===== src/hdl/ssio_pkg.sv =====
/*
 * ssio_pkg: shared constants of the 8-bit synchronous serial unit:
 * register offsets, field positions, reset values, clock codes, states.
 * Assumes a 32-bit classic Wishbone bus with byte addresses.
 */
package ssio_pkg;

	// register byte offsets, one aligned word each
	localparam logic [3:0] OFF_CTRL   = 4'h0; // serial_control_reg
	localparam logic [3:0] OFF_STAT   = 4'h4; // serial_status_reg
	localparam logic [3:0] OFF_TXBUF  = 4'h8; // transmit_buffer
	localparam logic [3:0] OFF_RXBUF  = 4'hc; // receive_buffer

	// control field positions
	localparam int CTRL_START     = 0; // transfer_start_bit
	localparam int CTRL_INHIBIT   = 1; // forced_stop_bit
	localparam int CTRL_MODE_LO   = 2; // transfer_mode_field, 2 bits
	localparam int CTRL_MODE_HI   = 3;
	localparam int CTRL_ORDER     = 4; // bit_order_select
	localparam int CTRL_CLK_LO    = 5; // clock source code, 3 bits
	localparam int CTRL_CLK_HI    = 7;

	// status field positions
	localparam int STAT_BUSY      = 0; // transfer_busy_flag
	localparam int STAT_SHIFT     = 1; // shift_active_flag
	localparam int STAT_TXEMPTY   = 2; // transmit_empty_flag
	localparam int STAT_RXFULL    = 3; // receive_full_flag
	localparam int STAT_TRANSMIT_ERROR_FLAG     = 4; // transmit_error_flag
	localparam int STAT_RECEIVE_ERROR_FLAG     = 5; // receive_error_flag

	// transfer modes
	localparam logic [1:0] MODE_TX    = 2'h0;
	localparam logic [1:0] MODE_RX    = 2'h1;
	localparam logic [1:0] MODE_DUPLEX = 2'h2;

	// clock source code selecting the pin as input
	localparam logic [2:0] CLK_EXTERNAL = 3'h7;

	// internal clock: half period in cycles is base shifted by the code
	localparam int SCK_HALF_BASE = 2;
	localparam int SCK_CNT_W     = 9;

	// byte geometry
	localparam int DATA_W        = 8;
	localparam logic [2:0] LAST_BIT = 3'h7;

	// reset and initialise values
	localparam logic [7:0] CTRL_RESET   = 8'h00;
	localparam logic [7:0] BUF_RESET    = 8'h00;
	localparam logic       TXEMPTY_INIT = 1'b1;

	// sequencer states
	typedef enum logic [1:0] {
		ST_IDLE,
		ST_WAIT,
		ST_SHIFT
	} ssio_state_t;

endpackage : ssio_pkg


===== src/hdl/ssio_sckgen.sv =====
/*
 * ssio_sckgen: internal serial clock generator. Idles high, runs while
 * run_i is high, and reports each edge with a one-cycle pulse.
 * Assumes run_i comes from logic on clk_i; stopping returns it high.
 */
module ssio_sckgen (
	input  wire logic       clk_i,
	input  wire logic       rst_i,
	input  wire logic       ce_i,
	input  wire logic       run_i,
	input  wire logic [2:0] rate_i,
	output logic            sck_o,
	output logic            fall_o,
	output logic            rise_o
);

	logic [ssio_pkg::SCK_CNT_W-1:0] cnt_reg;   // half-period counter
	logic [ssio_pkg::SCK_CNT_W-1:0] half_next; // last count of a half

	// half period from the rate code
	always_comb begin
		half_next = ssio_pkg::SCK_CNT_W'(
			(ssio_pkg::SCK_HALF_BASE << rate_i) - 1);
	end

	// counter and level; parking always restarts a full half period
	always_ff @(posedge clk_i) begin
		if (rst_i) begin
			cnt_reg <= '0;
			sck_o   <= 1'b1;
			fall_o  <= 1'b0;
			rise_o  <= 1'b0;
		end else if (ce_i) begin
			fall_o <= 1'b0;
			rise_o <= 1'b0;
			if (!run_i) begin
				// parked high; a stop during a low phase raises the clock at once
				cnt_reg <= '0;
				if (!sck_o) begin
					sck_o  <= 1'b1;
					rise_o <= 1'b1;
				end
			end else if (cnt_reg == half_next) begin
				cnt_reg <= '0;
				sck_o   <= ~sck_o;
				fall_o  <= sck_o;
				rise_o  <= ~sck_o;
			end else begin
				cnt_reg <= cnt_reg + 1'b1;
			end
		end
	end

endmodule : ssio_sckgen


===== src/hdl/ssio_top.sv =====
/*
 * ssio_top: 8-bit clocked synchronous serial unit with a classic
 * Wishbone register slave, internal or external serial clock.
 * Assumes pins arrive asynchronously; the pad resolves sck from oe.
 */
// The register addresses and the Wishbone register port are this design's own decisions.
module ssio_top (
	input  wire logic        clk_i,
	input  wire logic        rst_i,
	input  wire logic        ce_i,
	input  wire logic        wb_cyc_i,
	input  wire logic        wb_stb_i,
	input  wire logic        wb_we_i,
	input  wire logic [3:0]  wb_adr_i,
	input  wire logic [3:0]  wb_sel_i,
	input  wire logic [31:0] wb_dat_i,
	output logic      [31:0] wb_dat_o,
	output logic             wb_ack_o,
	input  wire logic        serial_clock_pin_i,
	output logic             serial_clock_pin_o,
	output logic             serial_clock_pin_oe_o,
	input  wire logic        serial_data_in_pin_i,
	output logic             serial_data_out_pin_o,
	output logic             serial_interrupt_request_o
);

	// address match, used by every access path
	function automatic logic hit(input logic [3:0] a, input logic [3:0] o);
		hit = (a[3:2] == o[3:2]);
	endfunction : hit

	logic [7:0]  ctrl_reg;       // serial_control_reg
	logic [7:0]  tx_buf_reg;     // transmit_buffer
	logic [7:0]  rx_buf_reg;     // receive_buffer
	logic [7:0]  shift_reg;      // common tx/rx shifter
	logic        tx_full_reg;    // tx buffer holds unsent data
	logic        busy_reg;       // transfer_busy_flag
	logic        sact_reg;       // shift_active_flag
	logic        txe_reg;        // transmit_empty_flag
	logic        rxf_reg;        // receive_full_flag
	logic        transmit_error_flag_reg;      // transmit_error_flag
	logic        receive_error_flag_reg;      // receive_error_flag
	logic        txe_pend_reg;   // set empty at next rise
	logic        irq_pend_reg;   // raise request at next fall
	logic        rd_second_reg;  // error reads: next returns shifter
	logic [2:0]  bit_reg;        // rising edges seen in this byte
	logic        ext_sck_oe_reg; // registered pad direction
	logic        so_reg;         // data-out pin level
	logic        irq_reg;        // one-cycle request pulse
	ssio_pkg::ssio_state_t state_reg;

	logic        sck_s1_reg, sck_s2_reg, sck_s3_reg; // clock sync
	logic        si_s1_reg, si_s2_reg;               // data sync

	logic        gen_sck, gen_fall, gen_rise; // generator outputs
	logic        ext_fall, ext_rise;          // pin edges
	logic        fall_p, rise_p;              // selected edges
	logic        take;                        // bus request taken
	logic        wr_ctrl, wr_stat, wr_tx, rd_rx;
	logic        ext_clk, msb_first, start, inhibit;
	logic [1:0]  mode;
	logic        mode_ok, uses_tx, uses_rx, ready, gen_run;
	logic        begin_byte, end_byte, sample_bit;

	// control decode
	assign start     = ctrl_reg[ssio_pkg::CTRL_START];
	assign inhibit   = ctrl_reg[ssio_pkg::CTRL_INHIBIT];
	assign mode      = ctrl_reg[ssio_pkg::CTRL_MODE_HI:ssio_pkg::CTRL_MODE_LO];
	assign msb_first = ~ctrl_reg[ssio_pkg::CTRL_ORDER];
	assign ext_clk   = ctrl_reg[ssio_pkg::CTRL_CLK_HI:ssio_pkg::CTRL_CLK_LO]
	                   == ssio_pkg::CLK_EXTERNAL;
	assign uses_tx   = (mode == ssio_pkg::MODE_TX)
	                 | (mode == ssio_pkg::MODE_DUPLEX);
	assign uses_rx   = (mode == ssio_pkg::MODE_RX)
	                 | (mode == ssio_pkg::MODE_DUPLEX);
	assign mode_ok   = uses_tx | uses_rx; // code 11 never starts

	// internal clock may run a new byte only with buffers serviced
	assign ready = (~uses_tx | tx_full_reg)
	             & (~uses_rx | ~rxf_reg);
	assign gen_run = ~ext_clk & ~inhibit & ((state_reg == ssio_pkg::ST_SHIFT)
	               | (start & mode_ok & ready));

	// internal clock source
	ssio_sckgen u_sckgen (
		.clk_i  (clk_i),
		.rst_i  (rst_i),
		.ce_i   (ce_i),
		.run_i  (gen_run),
		.rate_i (ctrl_reg[ssio_pkg::CTRL_CLK_HI:ssio_pkg::CTRL_CLK_LO]),
		.sck_o  (gen_sck),
		.fall_o (gen_fall),
		.rise_o (gen_rise)
	);

	// pin synchronisers; edges only from the second stage onward
	always_ff @(posedge clk_i) begin
		if (rst_i) begin
			sck_s1_reg <= 1'b1;
			sck_s2_reg <= 1'b1;
			sck_s3_reg <= 1'b1;
			si_s1_reg  <= 1'b1;
			si_s2_reg  <= 1'b1;
		end else if (ce_i) begin
			sck_s1_reg <= serial_clock_pin_i;
			sck_s2_reg <= sck_s1_reg;
			sck_s3_reg <= sck_s2_reg;
			si_s1_reg  <= serial_data_in_pin_i;
			si_s2_reg  <= si_s1_reg;
		end
	end

	assign ext_fall = sck_s3_reg & ~sck_s2_reg;
	assign ext_rise = ~sck_s3_reg & sck_s2_reg;
	assign fall_p   = ce_i & ~inhibit & (ext_clk ? ext_fall : gen_fall);
	assign rise_p   = ce_i & ~inhibit & (ext_clk ? ext_rise : gen_rise);

	// byte framing events
	assign begin_byte = fall_p & (state_reg != ssio_pkg::ST_SHIFT)
	                  & start & mode_ok;
	assign end_byte   = rise_p & (state_reg == ssio_pkg::ST_SHIFT)
	                  & (bit_reg == ssio_pkg::LAST_BIT);
	assign sample_bit = rise_p & (state_reg == ssio_pkg::ST_SHIFT);

	// bus decode; one request per cycle of cyc&stb before ack
	assign take    = ce_i & wb_cyc_i & wb_stb_i & ~wb_ack_o;
	assign wr_ctrl = take & wb_we_i & wb_sel_i[0] & hit(wb_adr_i,
	                 ssio_pkg::OFF_CTRL);
	assign wr_stat = take & wb_we_i & wb_sel_i[0] & hit(wb_adr_i,
	                 ssio_pkg::OFF_STAT);
	assign wr_tx   = take & wb_we_i & wb_sel_i[0] & hit(wb_adr_i,
	                 ssio_pkg::OFF_TXBUF);
	assign rd_rx   = take & ~wb_we_i & hit(wb_adr_i, ssio_pkg::OFF_RXBUF);

	// bus acknowledge and read data, one wait state
	always_ff @(posedge clk_i) begin
		if (rst_i) begin
			wb_ack_o <= 1'b0;
			wb_dat_o <= '0;
		end else if (ce_i) begin
			wb_ack_o <= take;
			wb_dat_o <= '0; // unmapped reads as zero
			if (take & ~wb_we_i) begin
				if (hit(wb_adr_i, ssio_pkg::OFF_CTRL))
					wb_dat_o[7:0] <= ctrl_reg;
				else if (hit(wb_adr_i, ssio_pkg::OFF_STAT))
					wb_dat_o[5:0] <= {receive_error_flag_reg, transmit_error_flag_reg, rxf_reg,
					                  txe_reg, sact_reg, busy_reg};
				else if (hit(wb_adr_i, ssio_pkg::OFF_TXBUF))
					wb_dat_o[7:0] <= tx_buf_reg;
				else if (rd_second_reg)
					wb_dat_o[7:0] <= shift_reg;
				else
					wb_dat_o[7:0] <= rx_buf_reg;
			end
		end
	end

	// control register; inhibit also clears start
	always_ff @(posedge clk_i) begin
		if (rst_i) begin
			ctrl_reg <= ssio_pkg::CTRL_RESET;
		end else if (ce_i) begin
			if (wr_ctrl)
				ctrl_reg <= wb_dat_i[7:0];
			else if (inhibit)
				ctrl_reg[ssio_pkg::CTRL_START] <= 1'b0;
			if (wr_ctrl & wb_dat_i[ssio_pkg::CTRL_INHIBIT])
				ctrl_reg[ssio_pkg::CTRL_START] <= 1'b0;
		end
	end

	// sequencer and bit counter
	always_ff @(posedge clk_i) begin
		if (rst_i) begin
			state_reg <= ssio_pkg::ST_IDLE;
			bit_reg   <= '0;
			busy_reg  <= 1'b0;
		end else if (ce_i) begin
			if (inhibit) begin
				state_reg <= ssio_pkg::ST_IDLE;
				bit_reg   <= '0;
				busy_reg  <= 1'b0;
			end else begin
				case (state_reg)
				ssio_pkg::ST_IDLE, ssio_pkg::ST_WAIT: begin
					if (begin_byte) begin
						state_reg <= ssio_pkg::ST_SHIFT;
						busy_reg  <= 1'b1;
						bit_reg   <= '0;
					end else if (!start) begin
						// parked between bytes and stopped
						state_reg <= ssio_pkg::ST_IDLE;
						busy_reg  <= 1'b0;
					end
				end
				ssio_pkg::ST_SHIFT: begin
					if (rise_p)
						bit_reg <= bit_reg + 1'b1;
					if (end_byte) begin
						// a byte in progress completes with start cleared; only inhibit aborts it
						state_reg <= start ? ssio_pkg::ST_WAIT
						                   : ssio_pkg::ST_IDLE;
						busy_reg  <= start;
					end
				end
				default: state_reg <= ssio_pkg::ST_IDLE;
				endcase
			end
		end
	end

	// shift active window: first fall to eighth fall
	always_ff @(posedge clk_i) begin
		if (rst_i | inhibit)
			sact_reg <= 1'b0;
		else if (ce_i) begin
			if (begin_byte)
				sact_reg <= 1'b1;
			else if (fall_p & (bit_reg == ssio_pkg::LAST_BIT))
				sact_reg <= 1'b0;
		end
	end

	// transmit buffer and its empty/full bookkeeping
	always_ff @(posedge clk_i) begin
		if (rst_i | inhibit) begin
			tx_buf_reg   <= ssio_pkg::BUF_RESET;
			tx_full_reg  <= 1'b0;
			txe_reg      <= ssio_pkg::TXEMPTY_INIT;
			txe_pend_reg <= 1'b0;
			transmit_error_flag_reg    <= 1'b0;
		end else if (ce_i) begin
			if (wr_tx) begin
				tx_buf_reg  <= wb_dat_i[7:0];
				tx_full_reg <= 1'b1;
				txe_reg     <= 1'b0;
			end
			if (begin_byte & uses_tx) begin
				if (tx_full_reg) begin
					tx_full_reg  <= 1'b0;
					txe_pend_reg <= 1'b1;
				end else
					transmit_error_flag_reg <= 1'b1;
			end
			if (rise_p & txe_pend_reg) begin
				txe_pend_reg <= 1'b0;
				txe_reg      <= 1'b1;
			end
		end
	end

	// shifter: load and drive on falls, sample on rises
	always_ff @(posedge clk_i) begin
		if (rst_i | inhibit) begin
			shift_reg <= ssio_pkg::BUF_RESET;
			so_reg    <= 1'b1;
		end else if (ce_i) begin
			if (begin_byte & uses_tx & tx_full_reg) begin
				shift_reg <= tx_buf_reg;
				so_reg    <= msb_first ? tx_buf_reg[7] : tx_buf_reg[0];
			end else if (fall_p & (state_reg == ssio_pkg::ST_SHIFT)
			             & uses_tx)
				so_reg <= msb_first ? shift_reg[7] : shift_reg[0];
			else if (end_byte)
				so_reg <= 1'b1;
			if (sample_bit & ~receive_error_flag_reg) begin
				if (msb_first)
					shift_reg <= {shift_reg[6:0], si_s2_reg};
				else
					shift_reg <= {si_s2_reg, shift_reg[7:1]};
			end
			// the first bit loads while busy is still low; keep it
			if (transmit_error_flag_reg | ~uses_tx | (~busy_reg & ~begin_byte))
				so_reg <= 1'b1;
		end
	end

	// receive buffer, full and error flags
	always_ff @(posedge clk_i) begin
		if (rst_i | inhibit) begin
			rx_buf_reg    <= ssio_pkg::BUF_RESET;
			rxf_reg       <= 1'b0;
			receive_error_flag_reg     <= 1'b0;
			rd_second_reg <= 1'b0;
		end else if (ce_i) begin
			if (rd_rx & ~receive_error_flag_reg)
				rxf_reg <= 1'b0;
			if (rd_rx & receive_error_flag_reg)
				rd_second_reg <= 1'b1;
			if (wr_stat & wb_dat_i[ssio_pkg::STAT_RECEIVE_ERROR_FLAG]) begin
				receive_error_flag_reg     <= 1'b0;
				rxf_reg       <= 1'b0;
				rd_second_reg <= 1'b0;
			end
			// completion after the clears: the set wins
			if (end_byte & uses_rx & ~receive_error_flag_reg) begin
				if (rxf_reg & ~rd_rx)
					receive_error_flag_reg <= 1'b1;
				else begin
					rx_buf_reg <= msb_first
					            ? {shift_reg[6:0], si_s2_reg}
					            : {si_s2_reg, shift_reg[7:1]};
					rxf_reg    <= 1'b1;
				end
			end
		end
	end

	// interrupt request pulse
	always_ff @(posedge clk_i) begin
		if (rst_i | inhibit) begin
			irq_reg      <= 1'b0;
			irq_pend_reg <= 1'b0;
		end else if (ce_i) begin
			irq_reg <= 1'b0;
			if (rise_p & txe_pend_reg & (mode == ssio_pkg::MODE_TX))
				irq_pend_reg <= 1'b1;
			if (begin_byte & uses_tx & ~tx_full_reg & ~receive_error_flag_reg)
				irq_pend_reg <= 1'b1;
			if (fall_p & irq_pend_reg & ~receive_error_flag_reg) begin
				irq_reg      <= 1'b1;
				irq_pend_reg <= 1'b0;
			end
			if (end_byte & uses_rx & ~receive_error_flag_reg)
				irq_reg <= 1'b1;
			if (receive_error_flag_reg)
				irq_reg <= 1'b0;
		end
	end

	// pad direction: drive the clock pin only on internal clock
	always_ff @(posedge clk_i) begin
		if (rst_i)
			ext_sck_oe_reg <= 1'b0;
		else if (ce_i)
			ext_sck_oe_reg <= ~ext_clk;
	end

	assign serial_clock_pin_o         = gen_sck;
	assign serial_clock_pin_oe_o      = ext_sck_oe_reg;
	assign serial_data_out_pin_o      = so_reg;
	assign serial_interrupt_request_o = irq_reg;

	// checks
	localparam int AST_SCK_WAIT = 600;
endmodule : ssio_top


===== config.mk =====
export PLATFORM = sky130hd
export DESIGN_NAME = ssio_top
export DESIGN_NICKNAME = d
export VERILOG_FILES = /design/src/hdl/ssio_pkg.sv /design/src/hdl/ssio_sckgen.sv /design/src/hdl/ssio_top.sv
export SDC_FILE = /design/constraint.sdc
export NUM_CORES = 1
export LEC_CHECK = 0
export ABC_AREA = 1
export BUFFER_PORTS_ARGS = -buffer_cell sky130_fd_sc_hd__buf_2
export CELL_PAD_IN_SITES_DETAIL_PLACEMENT = 2
export CELL_PAD_IN_SITES_GLOBAL_PLACEMENT = 2
export CORE_MARGIN = 4
export CORE_UTILIZATION = 30
export DETAILED_ROUTE_END_ITERATION = 8
export PLACE_DENSITY = 0.88
export SETUP_SLACK_MARGIN = 0.02
export SLEW_MARGIN = 40
export SYNTH_ARGS = -nofsm -noshare
export SYNTH_HDL_FRONTEND = slang
export SYNTH_HIERARCHICAL = 1
export SYNTH_SLANG_ARGS = --single-unit

===== constraint.sdc =====
create_clock -name clk_i -period 2.1 [get_ports clk_i]
set_input_delay 0.42 -clock clk_i [delete_from_list [all_inputs] [get_ports clk_i]]
set_output_delay 0.42 -clock clk_i [all_outputs]
set_load 0.01 [all_outputs]

After elaboration in Yosys (flattened, before gate mapping). Cells that the tools add are included.

Latch bits: 0. Bits in registers: 76. Logic and storage cells: 220. Memories kept: 0. Input port bits: 48. RAM bits: 0. Bits in read-only memories: 0.

Divide/modulo/power cells: 0. $mul: 0. Shift operators: 1. Reductions and logical operators: 30. Magnitude comparators: 0. Add/subtract/negate cells: 3. Bitwise logic cells: 70. Muxes and demuxes: 69. Equality and inequality tests: 16.

Operators by type and width (number): $mux 8 (7); $mux 1 (48); $and 1x1->1 (45); $reduce_and 2->1 (10); $mux 9 (2); $not 1->1 (16); $reduce_and 3->1 (4); $reduce_bool 2->1 (6); $mux 2 (5); $add 9x1->9 const B (1); $eq 9x9->1 (1); $mux 3 (3); $ne 3x3->1 const B (3); $or 1x1->1 (9); $reduce_bool 3->1 (3); $shl 2x3->9 const A (1); $sub 9x2->9 const B (1); $eq 2x2->1 const B (4); $reduce_and 4->1 (2); $eq 2x1->1 const B (3); $eq 3x3->1 const B (2); $logic_not 2->1 (3); $mux 6 (1); $pmux 3 s2 (1); 7 further kinds (8).

Longest topological paths before layout. Gate-level depths: netlist (run 1).

Depth in word-level cells: 12. Depth in mapped cells: 15. Depth with buffers taken out: 15.

Hierarchy. The synthesis (run 1) kept the hierarchy.

Modules (own cells, without submodules): ssio_top (cells an instance 511, times used 1, seq. area each 1281.2 um^2, area an instance 3458.3 um^2); ssio_sckgen (cells an instance 122, times used 1, seq. area each 240.2 um^2, area an instance 904.6 um^2).

Worst setup path before layout (run 1). OpenSTA, ideal clock, no wires.

Kind: reg2reg. From: reg ctrl_reg[6]. To: reg u_sckgen/cnt_reg[7] (netlist bit). Path slack: 248 ps. Stages on the path, launching flop included: 15. Arrival time: 1737 ps. Buffers on the path: 0. Clock period less this slack: 1852 ps. Cells stage by stage: dfxtp_1 -> inv_2 -> nand3_1 -> ha_1 -> inv_1 -> nand2_1 -> nand3_1 -> nand2_1 -> nand2_1 -> nor2_4 -> nand3_4 -> nand2_4 -> nand2_4 -> nand2_8 -> nor2_2.

Cells in the longest elaborated chain, start to end: 5. Elaborated cells between the ends (all ways): 9. Classes of those cells: add/sub (1); eq/ne (2); shift (1); mux (2); bitwise (3).

Ends and longest elaborated chain: start, declared (line ssio_top.sv:32) `logic [7:0] ctrl_reg;`; start signal, assigned (line ssio_top.sv:162) `ctrl_reg <= ssio_pkg::CTRL_RESET;`; start signal, assigned (line ssio_top.sv:165) `ctrl_reg <= wb_dat_i[7:0];`; $shl 2x3->9 or $eq 3x3->1 (tied branches) (line ssio_sckgen.sv:23, ssio_top.sv:71); $sub 9x2->9 or $not 1->1 (tied branches) (line ssio_sckgen.sv:23, ssio_top.sv:81); $eq 9x9->1 or $and 1x1->1 (tied branches) (line ssio_sckgen.sv:43, ssio_top.sv:81); $mux 9 or $and 1x1->1 (tied branches) (line ssio_sckgen.sv:43, ssio_top.sv:81); $mux 9 * (line ssio_sckgen.sv:36) `if (!run_i) begin`; end signal, assigned (line ssio_sckgen.sv:49) `cnt_reg <= cnt_reg + 1'b1;`; end, declared (line ssio_sckgen.sv:17) `logic [ssio_pkg::SCK_CNT_W-1:0] cnt_reg;`.

Mark *: on every way between the ends. The rest lies on a longest branch, timed or not. A chain may end at the register's enable or synchronous reset.

Final worst setup path (run 1).
From: reg ctrl_reg[7]. To: reg so_reg (netlist: serial_data_out_pin_o).

Cells in the longest elaborated chain, start to end: 11. Elaborated cells between the ends (all ways): 22. Classes of those cells: eq/ne (1); mux (5); bitwise (14); reduce/logical (2).

Ends and longest elaborated chain: $eq 3x3->1 * (line ssio_top.sv:71) `== ssio_pkg::CLK_EXTERNAL;`; $mux 1 (line ssio_top.sv:115) `assign fall_p = ce_i & ~inhibit & (ext_clk ? ext_fall : gen_fall);`; $and 1x1->1 (line ssio_top.sv:115); $and 1x1->1 (line ssio_top.sv:119) `assign begin_byte = fall_p & (state_reg != ssio_pkg::ST_SHIFT)`; $and 1x1->1 (2 in series) (line ssio_top.sv:120) `& start & mode_ok;`; $not 1->1 (line ssio_top.sv:274) `if (transmit_error_flag_reg | ~uses_tx | (~busy_reg & ~begin_byte))`; $and 1x1->1 (line ssio_top.sv:274); $or 1x1->1 (line ssio_top.sv:274); $reduce_bool 4->1 (no line); $reduce_and 2->1 (no line); end signal, assigned (line ssio_top.sv:261) `so_reg <= msb_first ? tx_buf_reg[7] : tx_buf_reg[0];`; end signal, assigned (line ssio_top.sv:264) `so_reg <= msb_first ? shift_reg[7] : shift_reg[0];`; end, declared (line ssio_top.sv:48) `logic so_reg;`.

Marks and branches as above.

==> results of run 1 <==
## power by group through the flow
stage / sequential [W] / clock, W / combinational, W
floorplan: 0.00150 / 0 / 0.000176
global route: 0.00147 / 0.00169 / 0.000270
CTS: 0.00147 / 0.00163 / 0.000239
global placement: 0.00150 / 0 / 0.000217
detailed placement: 0.00150 / 0 / 0.000229
finish: 0.00147 / 0.00160 / 0.000247
## cell families (layout without fill, tap and decap cells)
logic type	Yosys count	count (layout)	synth area share [%]
xor+xnor	6	6	1.20
simple gates	293	293	32.8
buf+inv	126	165	13.5
flops	76	76	34.9
compound gates	124	124	15.6
fa+ha+maj	7	7	2.01
other cells	1	24	0.0860
## worst max-delay path by stage
stage / from / to / depth (start not counted)
6_report: ctrl_reg[7] / serial_data_out_pin_o / 10
5_1_grt: ctrl_reg[6] / u_sckgen/sck_o / 14
4_1_cts: ctrl_reg[6] / u_sckgen/sck_o / 15
3_5_place_dp: ctrl_reg[5] / u_sckgen/sck_o / 15
3_3_place_gp: ctrl_reg[5] / u_sckgen/cnt_reg[7] / 15
2_1_floorplan: ctrl_reg[6] / u_sckgen/cnt_reg[7] / 14
## metal layers
metal  share of wire (%)  up-vias
met3                 3.4       27
met1                  41     2260
met4                 2.4        0
met2                  53       92
li1                    -     2096
met5                   0        -
## cells in the final DEF, fill, tap and decap left out, drive strengths merged
| cell type | instances |
|---|---|
| nor2 | 73 |
| nor3b | 1 |
| o22ai | 2 |
| a21boi | 1 |
| a21oi | 46 |
| or2 | 1 |
| o21ai | 59 |
| nand3 | 39 |
| bufinv | 1 |
| a41oi | 1 |
| nor3 | 4 |
| ha | 7 |
| nand2 | 165 |
| clkinv | 4 |
| a31oi | 3 |
| o2111ai | 1 |
| conb | 24 |
| clkinvlp | 1 |
| inv | 86 |
| xor2 | 6 |
| nor4 | 1 |
| clkbuf | 10 |
| dfxtp | 76 |
| o211ai | 7 |
| o221ai | 3 |
| buf | 63 |
| a211oi | 1 |
| nand4 | 9 |
## worst register-to-register path, delay by kind of cell, from the launching register on
family / cells / cell delay [ns]
AO/OA/AOI/OAI: 1 / 0.28
AND/OR/NAND/NOR: 7 / 0.98
flip-flops: 1 / 0.36
buffers and inverters: 2 / 0.33
## stage by stage
stage | total power [W] | setup slack (ns)
final | 0.00332 | 0.0428
after global routing | 0.00343 | -0.0988
after CTS | 0.00334 | 0.0233
after detailed placement | 0.00173 | 0.0259
after global placement | 0.00172 | 0.134
after floorplan | 0.00168 | 0.248
## timing repair
item                                    CTS  global route
buffers inserted                          0            18
gates resized for setup                   1             8
pin swaps                                 0             2
endpoints found under the setup margin    9            33
## cell type report
class	instances	area (um2)	area share [%]
multi-input cells	454	2380	46.2
flip-flops and latches	76	1520	29.6
clock buffers	10	239	4.64
inverters	87	334	6.49
well taps	180	225	4.38
clock inverters	5	52.6	1.02
repair buffers	63	395	7.68
==> results.py, run 1 <==
metrics = {
    "run_status": {
        "status": "completed",
    },
    "timing": {
        "fin_skew_ns": 0.0102,
        "fin_setup_tns_ns": 0,
        "rsz0062_at_grt": "yes",
        "setup_viol": 0,
        "min_period_ns": 2.06,
        "whs_ns": 0.298,
        "fmax_mhz": 486,
        "fin_crit_sh_pct": 98.0,
        "drv_slew": 0,
        "finalHoldViolations": 0,
    },
    "hold_path": {
        "min_path_cells": 3,
        "worstHoldStart": "serial_clock_pin_i",
        "whs_endpoint": "sck_s1_reg",
        "hold_class": "input port to flip-flop",
    },
    "logic_synthesis": {
        "synth_flop_cell": "dfxtp_1",
        "yosys-top-cells-count": "nand2_1 (155), dfxtp_1 (76), inv_1 (75), nor2_1 (56), o21ai_0 (48)",
        "synthArstFlopShare_pct": 0,
        "synth_area_per_cell_um2": 6.89,
        "synth_top_area_share_pct": 34.9,
        "ys_types": 45,
        "ys_ff_latch": 76,
        "synth_area_leaders": "dfxtp_1 (35%), nand2_1 (13%), inv_1 (6.5%)",
        "synth_seq_area_share_pct": 34.9,
        "yosysTopAreaCell": "dfxtp_1",
        "ys_warn_count": 6,
        "synth.most_common_cell": "nand2_1",
        "synth_edf_count": 0,
        "synth_cells": 633,
        "synth.cell_area_mm2": 0.00436,
    },
    "clock_network": {
        "cts-root-buf": "clkbuf_16",
        "worstSkewPairLatency_ns": 0.35,
        "htreeDepth": 3,
        "path_clk_slew_ns": 0.06,
        "cts.sinks": 76,
        "cts_buffers": 9,
        "holdBufCountCts": 0,
        "cts_buffer_depth": 2,
        "tritoncts": "yes",
    },
    "critical_path": {
        "slowest_delay_ns": 0.36,
        "setup.worst_path.class": "flip-flop to flip-flop",
        "crit_arrival_ns": 2.28,
        "worstPathRequired_ns": 2.33,
        "slowest_stage": "dfxtp_1",
        "worst_path_most_repeated_cell": "nand2_1",
        "reg2reg_depth": 10,
        "cp-start-kind": "flip-flop",
        "reg2reg_from": "ctrl_reg[7]",
        "rr_endpoint": "serial_data_out_pin_o",
        "r2r_slack_ns": 0.04,
        "crit_chain": "buf_4 -> inv_1 -> nor2_2 -> nand2_1 -> nand2_1 -> nand4_1 -> nand2_1 -> nand3_1 -> o21ai_0 -> nand2_1",
        "path_buf_inv": 2,
        "end_kind": "flip-flop",
        "critical_path.top_delay_family": "simple AND/OR/NAND/NOR gates",
        "crit_path_max_fanout": 9,
    },
    "power_and_ir_drop": {
        "power.switching_w": 0.000856,
        "cellLeakagePower_nw": 2.20,
        "clockPowerShare_pct": 48.3,
        "swShare_pct": 25.8,
        "pwr_density_cell_mw_per_mm2": 645,
        "seq_power_share_pct": 44.3,
        "combPwrFrac_pct": 7.4,
        "internal_power_w": 0.00246,
        "ir_worst_vdd_mv": 0.368,
    },
    "route": {
        "drc": 0,
        "drt_iter0_markers": 176,
        "via_per_inst": 5.11,
        "dr_total_vias": 4475,
        "post_drt_wl_per_cell_um": 20.1,
        "final_antenna_net_count": 0,
        "wl_um": 17600,
        "dr.pass1.iters": 5,
    },
    "floorplan": {
        "fp.dieW_um": 129,
        "die_area_mm2": 0.0165,
        "rows": 43,
        "initial_utilization_pct": 31.1,
        "io_pins": 85,
        "core_mm2": 0.0140,
        "die_h_um": 129,
    },
    "final_layout": {
        "diodes": 0,
        "syn_to_final_growth_pct": 18.0,
        "nNetsFinal": 746,
        "stdcell_count": 875,
        "finish.utilization_pct": 36.6,
        "fin_area_mm2": 0.00515,
        "largest_reg_flops": 9,
        "fillerInstances": 1699,
        "drive_gt1_share_pct": 19.9,
    },
    "job": {
        "maxCapViolations": 0,
    },
    "place": {
        "gp_congestion": 0.841,
        "hpwl_um": 11600,
        "dpl_cell_area_mm2": 0.00468,
        "place_inst": 842,
        "io_buffers": 31,
    },
    "global_route": {
        "overflow": 0,
        "grt_pass1_wl_um": 25500,
        "antenna_found_initial": 0,
        "grt_use_met1_pct": 21.8,
        "use_met2_pct": 37.0,
        "grt-busiest-layer": "met2",
        "grt_use_total_pct": 19.9,
        "grt_max_degree": 28,
        "grt_pass1_vias": 4720,
        "gr-usage-met3_pct": 4.94,
    },
}
(Power assumes the default switching activity.)
==> run 2: changes to the inputs <==
--- a/config.mk
+++ b/config.mk
@@ -6,13 +6,13 @@
 export NUM_CORES = 1
 export LEC_CHECK = 0
 export ABC_AREA = 1
-export BUFFER_PORTS_ARGS = -buffer_cell sky130_fd_sc_hd__buf_2
 export CELL_PAD_IN_SITES_DETAIL_PLACEMENT = 2
 export CELL_PAD_IN_SITES_GLOBAL_PLACEMENT = 2
 export CORE_MARGIN = 4
-export CORE_UTILIZATION = 30
+export CORE_UTILIZATION = 35
 export DETAILED_ROUTE_END_ITERATION = 8
-export PLACE_DENSITY = 0.88
+export DONT_BUFFER_PORTS = 1
+export PLACE_DENSITY = 0.89
 export SETUP_SLACK_MARGIN = 0.02
 export SLEW_MARGIN = 40
 export SYNTH_ARGS = -nofsm -noshare
==> run 2 against run 1 <==
  * Hold slack worse by 0.17 ns
  * Non-clock buffer count is 48 lower
  * Utilization is 3.6 points higher
  * Final cell count is 6.7% lower
  * Via count is 4.0% lower
  * Fmax is 3.4% higher
  * Flip-flop and latch count stayed put
  * Clock skew hardly changed
  * Cell area is 5.3% lower
  * Largest cell class unchanged
  * Largest power group unchanged
==> results.py, run 2 (synthesized netlist as in run 1, its figures left out) <==
metrics = {
    "route": {
        "post_drt_wl_per_cell_um": 20.8,
        "final_antenna_net_count": 0,
        "drc": 0,
        "dr_total_vias": 4298,
        "dr.pass1.iters": 4,
        "drt_iter0_markers": 185,
        "wl_um": 17000,
        "via_per_inst": 5.27,
    },
    "timing": {
        "fin_crit_sh_pct": 94.7,
        "drv_slew": 0,
        "min_period_ns": 1.99,
        "fin_skew_ns": 0.0107,
        "setup_viol": 0,
        "fmax_mhz": 503,
        "finalHoldViolations": 0,
    },
    "power_and_ir_drop": {
        "ir_worst_vdd_mv": 0.444,
        "pwr_density_cell_mw_per_mm2": 701,
        "internal_power_w": 0.00259,
        "combPwrFrac_pct": 5.6,
        "seq_power_share_pct": 43.2,
        "cellLeakagePower_nw": 2.00,
        "swShare_pct": 24.3,
        "power.switching_w": 0.000830,
        "clockPowerShare_pct": 51.2,
    },
    "place": {
        "dpl_cell_area_mm2": 0.00450,
        "hpwl_um": 11900,
        "io_buffers": 0,
        "gp_congestion": 0.845,
        "place_inst": 797,
    },
    "critical_path": {
        "reg2reg_from": "ctrl_reg[2]",
        "crit_path_max_fanout": 4,
        "slowest_delay_ns": 0.40,
        "crit_arrival_ns": 2.25,
        "crit_chain": "inv_1 -> ha_1 -> o21ai_0 -> a41oi_1 -> nor3_1 -> buf_4 -> nand4_1 -> o21ai_0",
        "cp-start-kind": "flip-flop",
        "crit_start": "ctrl_reg[2]",
        "worstPathRequired_ns": 2.36,
        "rr_endpoint": "u_sckgen/fall_o",
        "setup.worst_path.class": "flip-flop to flip-flop",
        "reg2reg_depth": 8,
        "r2r_slack_ns": 0.11,
        "worst_path_most_repeated_cell": "o21ai_0",
        "slowest_stage": "dfxtp_1",
        "end_kind": "flip-flop",
    },
    "final_layout": {
        "diodes": 0,
        "layout_commonest_cell": "nand2_1",
        "drive_gt1_share_pct": 13.7,
        "largest_reg_flops": 9,
        "multiInputGateArea_mm2": 0.00237,
        "ff_latch_area_mm2": 0.00152,
        "stdcell_count": 816,
        "nNetsFinal": 698,
        "fin_area_mm2": 0.00487,
        "syn_to_final_growth_pct": 11.7,
        "mostFrequentLayoutCells": "nand2_1 (155), dfxtp_1 (75), inv_1 (74)",
        "fillerInstances": 1463,
    },
    "global_route": {
        "grt_max_degree": 23,
        "grt_pass1_wl_um": 25900,
        "grt_use_total_pct": 23.4,
        "grt_pass1_vias": 4729,
        "overflow": 0,
        "antenna_found_initial": 0,
    },
    "clock_network": {
        "worstSkewPairLatency_ns": 0.35,
        "cts.sinks": 76,
        "tritoncts": "yes",
        "holdBufCountCts": 0,
        "cts-root-buf": "clkbuf_16",
        "path_clk_slew_ns": 0.07,
        "cts_buffer_depth": 2,
        "cts_buffers": 9,
        "htreeDepth": 3,
    },
    "hold_path": {
        "worstHoldStart": "rst_i",
        "whs_endpoint": "ctrl_reg[6]",
        "hold_class": "input port to flip-flop",
        "min_path_cells": 1,
    },
    "job": {
        "maxCapViolations": 0,
    },
    "floorplan": {
        "core_mm2": 0.0121,
        "die_area_mm2": 0.0143,
        "die_h_um": 120,
        "io_pins": 85,
        "fp.dieW_um": 120,
        "initial_utilization_pct": 36.0,
        "rows": 40,
    },
    "run_status": {
        "status": "completed",
    },
}
[run 2: worst max-delay path by stage]
stage                     endpoint  slack [ns]  depth (start not counted)
6_report           u_sckgen/fall_o        0.11                          8
3_5_place_dp   u_sckgen/cnt_reg[8]        0.07                         15
2_1_floorplan  u_sckgen/cnt_reg[7]        0.25                         14
3_3_place_gp   u_sckgen/cnt_reg[7]        0.20                         15
5_1_grt        u_sckgen/cnt_reg[0]     -0.0003                         10
4_1_cts        u_sckgen/cnt_reg[6]        0.08                         14
[run 2: routing by layer]
metal | vias to the layer above | part of all wire [%] | wire length, um | track usage (%)
met5 | - | 0 | 0 | 0
met4 | 0 | 2.7 | 462 | 9.09
met3 | 36 | 4.4 | 747 | 6.88
met2 | 98 | 54 | 9140 | 42.5
met1 | 2160 | 39 | 6600 | 25.4
li1 | 2004 | - | - | -
[run 2: worst max-delay path: cells and delay by family, from the launching register on]
family | cells | cell delay, ns
fa+ha+maj | 1 | 0.25
flops | 1 | 0.40
buf+inv | 2 | 0.29
simple gates | 2 | 0.30
compound gates | 3 | 0.65
[run 2: cell type report]
| type | count | area share (%) |
|---|---|---|
| clock buffers | 11 | 4.98 |
| clock inverters | 5 | 1.72 |
| inverters | 87 | 6.85 |
| multi-input cells | 454 | 48.6 |
| flip-flops and latches | 76 | 31.2 |
| well taps | 168 | 4.31 |
| repair buffers | 15 | 2.31 |
[run 2: timing repair]
action                     4_1_cts  5_1_grt
gates resized for setup          1        6
buffers inserted                 0        3
setup endpoints to repair        3       24
[run 2: power groups by stage]
stage / combinational (W) / sequential, W / clock [W]
2_1_floorplan: 0.000176 / 0.00150 / 0
3_3_place_gp: 0.000166 / 0.00151 / 0
3_5_place_dp: 0.000179 / 0.00151 / 0
4_1_cts: 0.000186 / 0.00148 / 0.00177
5_1_grt: 0.000211 / 0.00148 / 0.00184
6_report: 0.000192 / 0.00148 / 0.00175
[run 2: metrics by stage]
stage	util [%]	setup WS (ns)	hold slack (ns)	total power, W	setup TNS (ns)
floorplan	-	0.248	0.429	0.00168	0
global placement	37.1	0.198	0.440	0.00167	0
global route	40.2	-0.000254	0.110	0.00353	-0.000254
finish	40.2	0.111	0.124	0.00342	0
detailed placement	37.1	0.0743	0.475	0.00169	0
CTS	39.8	0.0816	0.114	0.00343	0
==> run 3: changes to the inputs <==
==> constraint.sdc (replaced) <==
create_clock -name clk_i -period 2.1 [get_ports clk_i]
set_input_delay 0.42 -clock clk_i [delete_from_list [all_inputs] [get_ports clk_i]]
set_output_delay 0.42 -clock clk_i [all_outputs]
set_load 0.005 [all_outputs]
==> run 3 against run 2 <==
  * Final cell count decreased by 0.12%
  * Hold slack got worse by 0.00097 ns
  * Flip-flop and latch count unchanged
  * Sequential power about the same
  * Clock-buffer cell count decreased by 2
  * First-iteration DRC count increased by 35%
  * Register-to-register slack about the same
  * Via count increased by 1.3%
  * Routed wire length increased by 1.4%
  * Global-route usage about the same
  * Fmax decreased by 0.19%
  * Clock power about the same
==> results.py, run 3 (synthesized netlist as in run 1, its figures left out) <==
metrics = {
    "run_status": {
        "status": "completed",
    },
    "job": {
        "maxCapViolations": 0,
    },
    "critical_path": {
        "crit_path_max_fanout": 8,
        "cp-start-kind": "flip-flop",
        "reg2reg_from": "ctrl_reg[5]",
        "setup.worst_path.class": "flip-flop to flip-flop",
        "crit_arrival_ns": 2.24,
        "rr_endpoint": "u_sckgen/cnt_reg[7]",
        "r2r_slack_ns": 0.11,
        "end_kind": "flip-flop",
        "worstPathRequired_ns": 2.35,
        "reg2reg_depth": 14,
    },
    "final_layout": {
        "stdcell_count": 815,
        "mostFrequentLayoutCells": "nand2_1 (154), inv_1 (74), dfxtp_1 (73)",
        "nNetsFinal": 697,
        "diodes": 0,
        "layout_commonest_cell": "nand2_1",
        "largest_reg_flops": 9,
        "drive_gt1_share_pct": 14.4,
        "syn_to_final_growth_pct": 11.8,
    },
    "hold_path": {
        "worstHoldStart": "rst_i",
        "min_path_cells": 1,
        "hold_class": "input port to flip-flop",
        "whs_endpoint": "u_sckgen/rise_o",
    },
    "clock_network": {
        "worstSkewPairLatency_ns": 0.35,
        "cts-root-buf": "clkbuf_16",
        "cts.sinks": 76,
        "cts_buffer_depth": 2,
        "htreeDepth": 3,
        "tritoncts": "yes",
        "path_clk_slew_ns": 0.07,
        "cts_buffers": 9,
    },
    "timing": {
        "min_period_ns": 1.99,
        "fin_crit_sh_pct": 94.9,
        "fin_skew_ns": 0.00904,
        "drv_slew": 0,
        "setup_viol": 0,
        "finalHoldViolations": 0,
        "fin_setup_tns_ns": 0,
        "fmax_mhz": 502,
        "fin_ws_ns": 0.107,
        "rsz0062_at_grt": "no",
    },
    "place": {
        "hpwl_um": 11900,
        "dp_slack_ns": 0.0233,
        "place_inst": 797,
        "gp_congestion": 0.845,
        "io_buffers": 0,
    },
    "route": {
        "final_antenna_net_count": 0,
        "dr_total_vias": 4355,
        "drt_iter0_markers": 250,
        "post_drt_wl_per_cell_um": 21.1,
        "dr.pass1.iters": 5,
        "via_per_inst": 5.34,
        "drc": 0,
        "wl_um": 17200,
    },
    "global_route": {
        "antenna_found_initial": 0,
        "grt_pass1_vias": 4680,
        "grt_pass1_wl_um": 25900,
        "grt_use_total_pct": 23.3,
        "grt_max_degree": 23,
        "overflow": 0,
    },
    "floorplan": {
        "die_area_mm2": 0.0143,
        "die_h_um": 120,
        "initial_utilization_pct": 36.0,
        "rows": 40,
        "fp.dieW_um": 120,
        "io_pins": 85,
        "core_mm2": 0.0121,
    },
    "power_and_ir_drop": {
        "ir_worst_vdd_mv": 0.394,
        "total_power_w": 0.00340,
        "pwr_density_cell_mw_per_mm2": 698,
        "cellLeakagePower_nw": 2.01,
    },
}
run 3: changes by cell type in the layout (fill, tap and decap cells not counted), sizes merged:
cell | before | now
clkbuf | 11 | 9
clkinv | 1 | 3
buf | 15 | 14
clkinvlp | 2 | 1
inv | 87 | 88
run 3: final cells by class:
type,instances,area (um2)
timing repair buffer,14,105
sequential,76,1530
clock inverter,7,98.8
multi-input combinational,454,2370
fill,1450,7230
inverter,87,337
clock buffer,9,225
tap,168,210
run 3: timing repair:
item / in CTS / in global routing
endpoints found under the hold margin: 0 / 0
gates cloned: 0 / 0
setup buffers: 2 / 0
endpoints found under the setup margin: 10 / 20
gates resized for setup: 3 / 10
hold buffers: 0 / 0
run 3: through the flow:
step                      utilization (%)  instance area [um2]  hold slack, ns
after floorplan                         -                 4450           0.429
after global placement               37.1                 4500           0.440
after detailed placement             37.1                 4500           0.468
after CTS                            40.1                 4850           0.112
after global routing                 40.3                 4880           0.106
final                                40.3                 4880           0.123
run 3: power by group:
| part | total, W | switching [W] | internal [W] |
|---|---|---|---|
| combinational | 0.000184 | 0.000134 | 0.0000494 |
| clock | 0.00175 | 0.000698 | 0.00105 |
| sequential | 0.00147 | 0.0000171 | 0.00146 |
run 3: worst max-delay path by stage:
stage	cells after the start	slack, ns	start	endpoint
finish	14	0.11	ctrl_reg[5]	u_sckgen/cnt_reg[7]
global route	14	0.01	ctrl_reg[5]	u_sckgen/cnt_reg[6]
CTS	14	0.03	ctrl_reg[6]	u_sckgen/cnt_reg[7]
detailed placement	15	0.02	ctrl_reg[6]	u_sckgen/cnt_reg[7]
global placement	15	0.20	ctrl_reg[6]	u_sckgen/cnt_reg[7]
floorplan	14	0.25	ctrl_reg[6]	u_sckgen/cnt_reg[7]
run 3: critical path, cell delays in order, from the launching register on:
cell	delay, ns
dfxtp_4	0.37
inv_2	0.09
nand3_4	0.11
ha_4	0.28
inv_1	0.04
nand2_1	0.09
nand3_1	0.10
nor2_1	0.15
nand2_2	0.10
nor2_4	0.12
nand3_4	0.11
nand2_4	0.10
nand2_4	0.07
nand2_8	0.11
nor2_2	0.06
run 3: per-layer routing:
layer  vias to the layer above  track usage [%]  part of all wire [%]
li1                       2004                -                     -
met2                       127             42.2                    52
met4                         0             9.52                   3.5
met3                        49             6.13                   4.5
met5                         -                0                     0
met1                      2175             25.9                    40
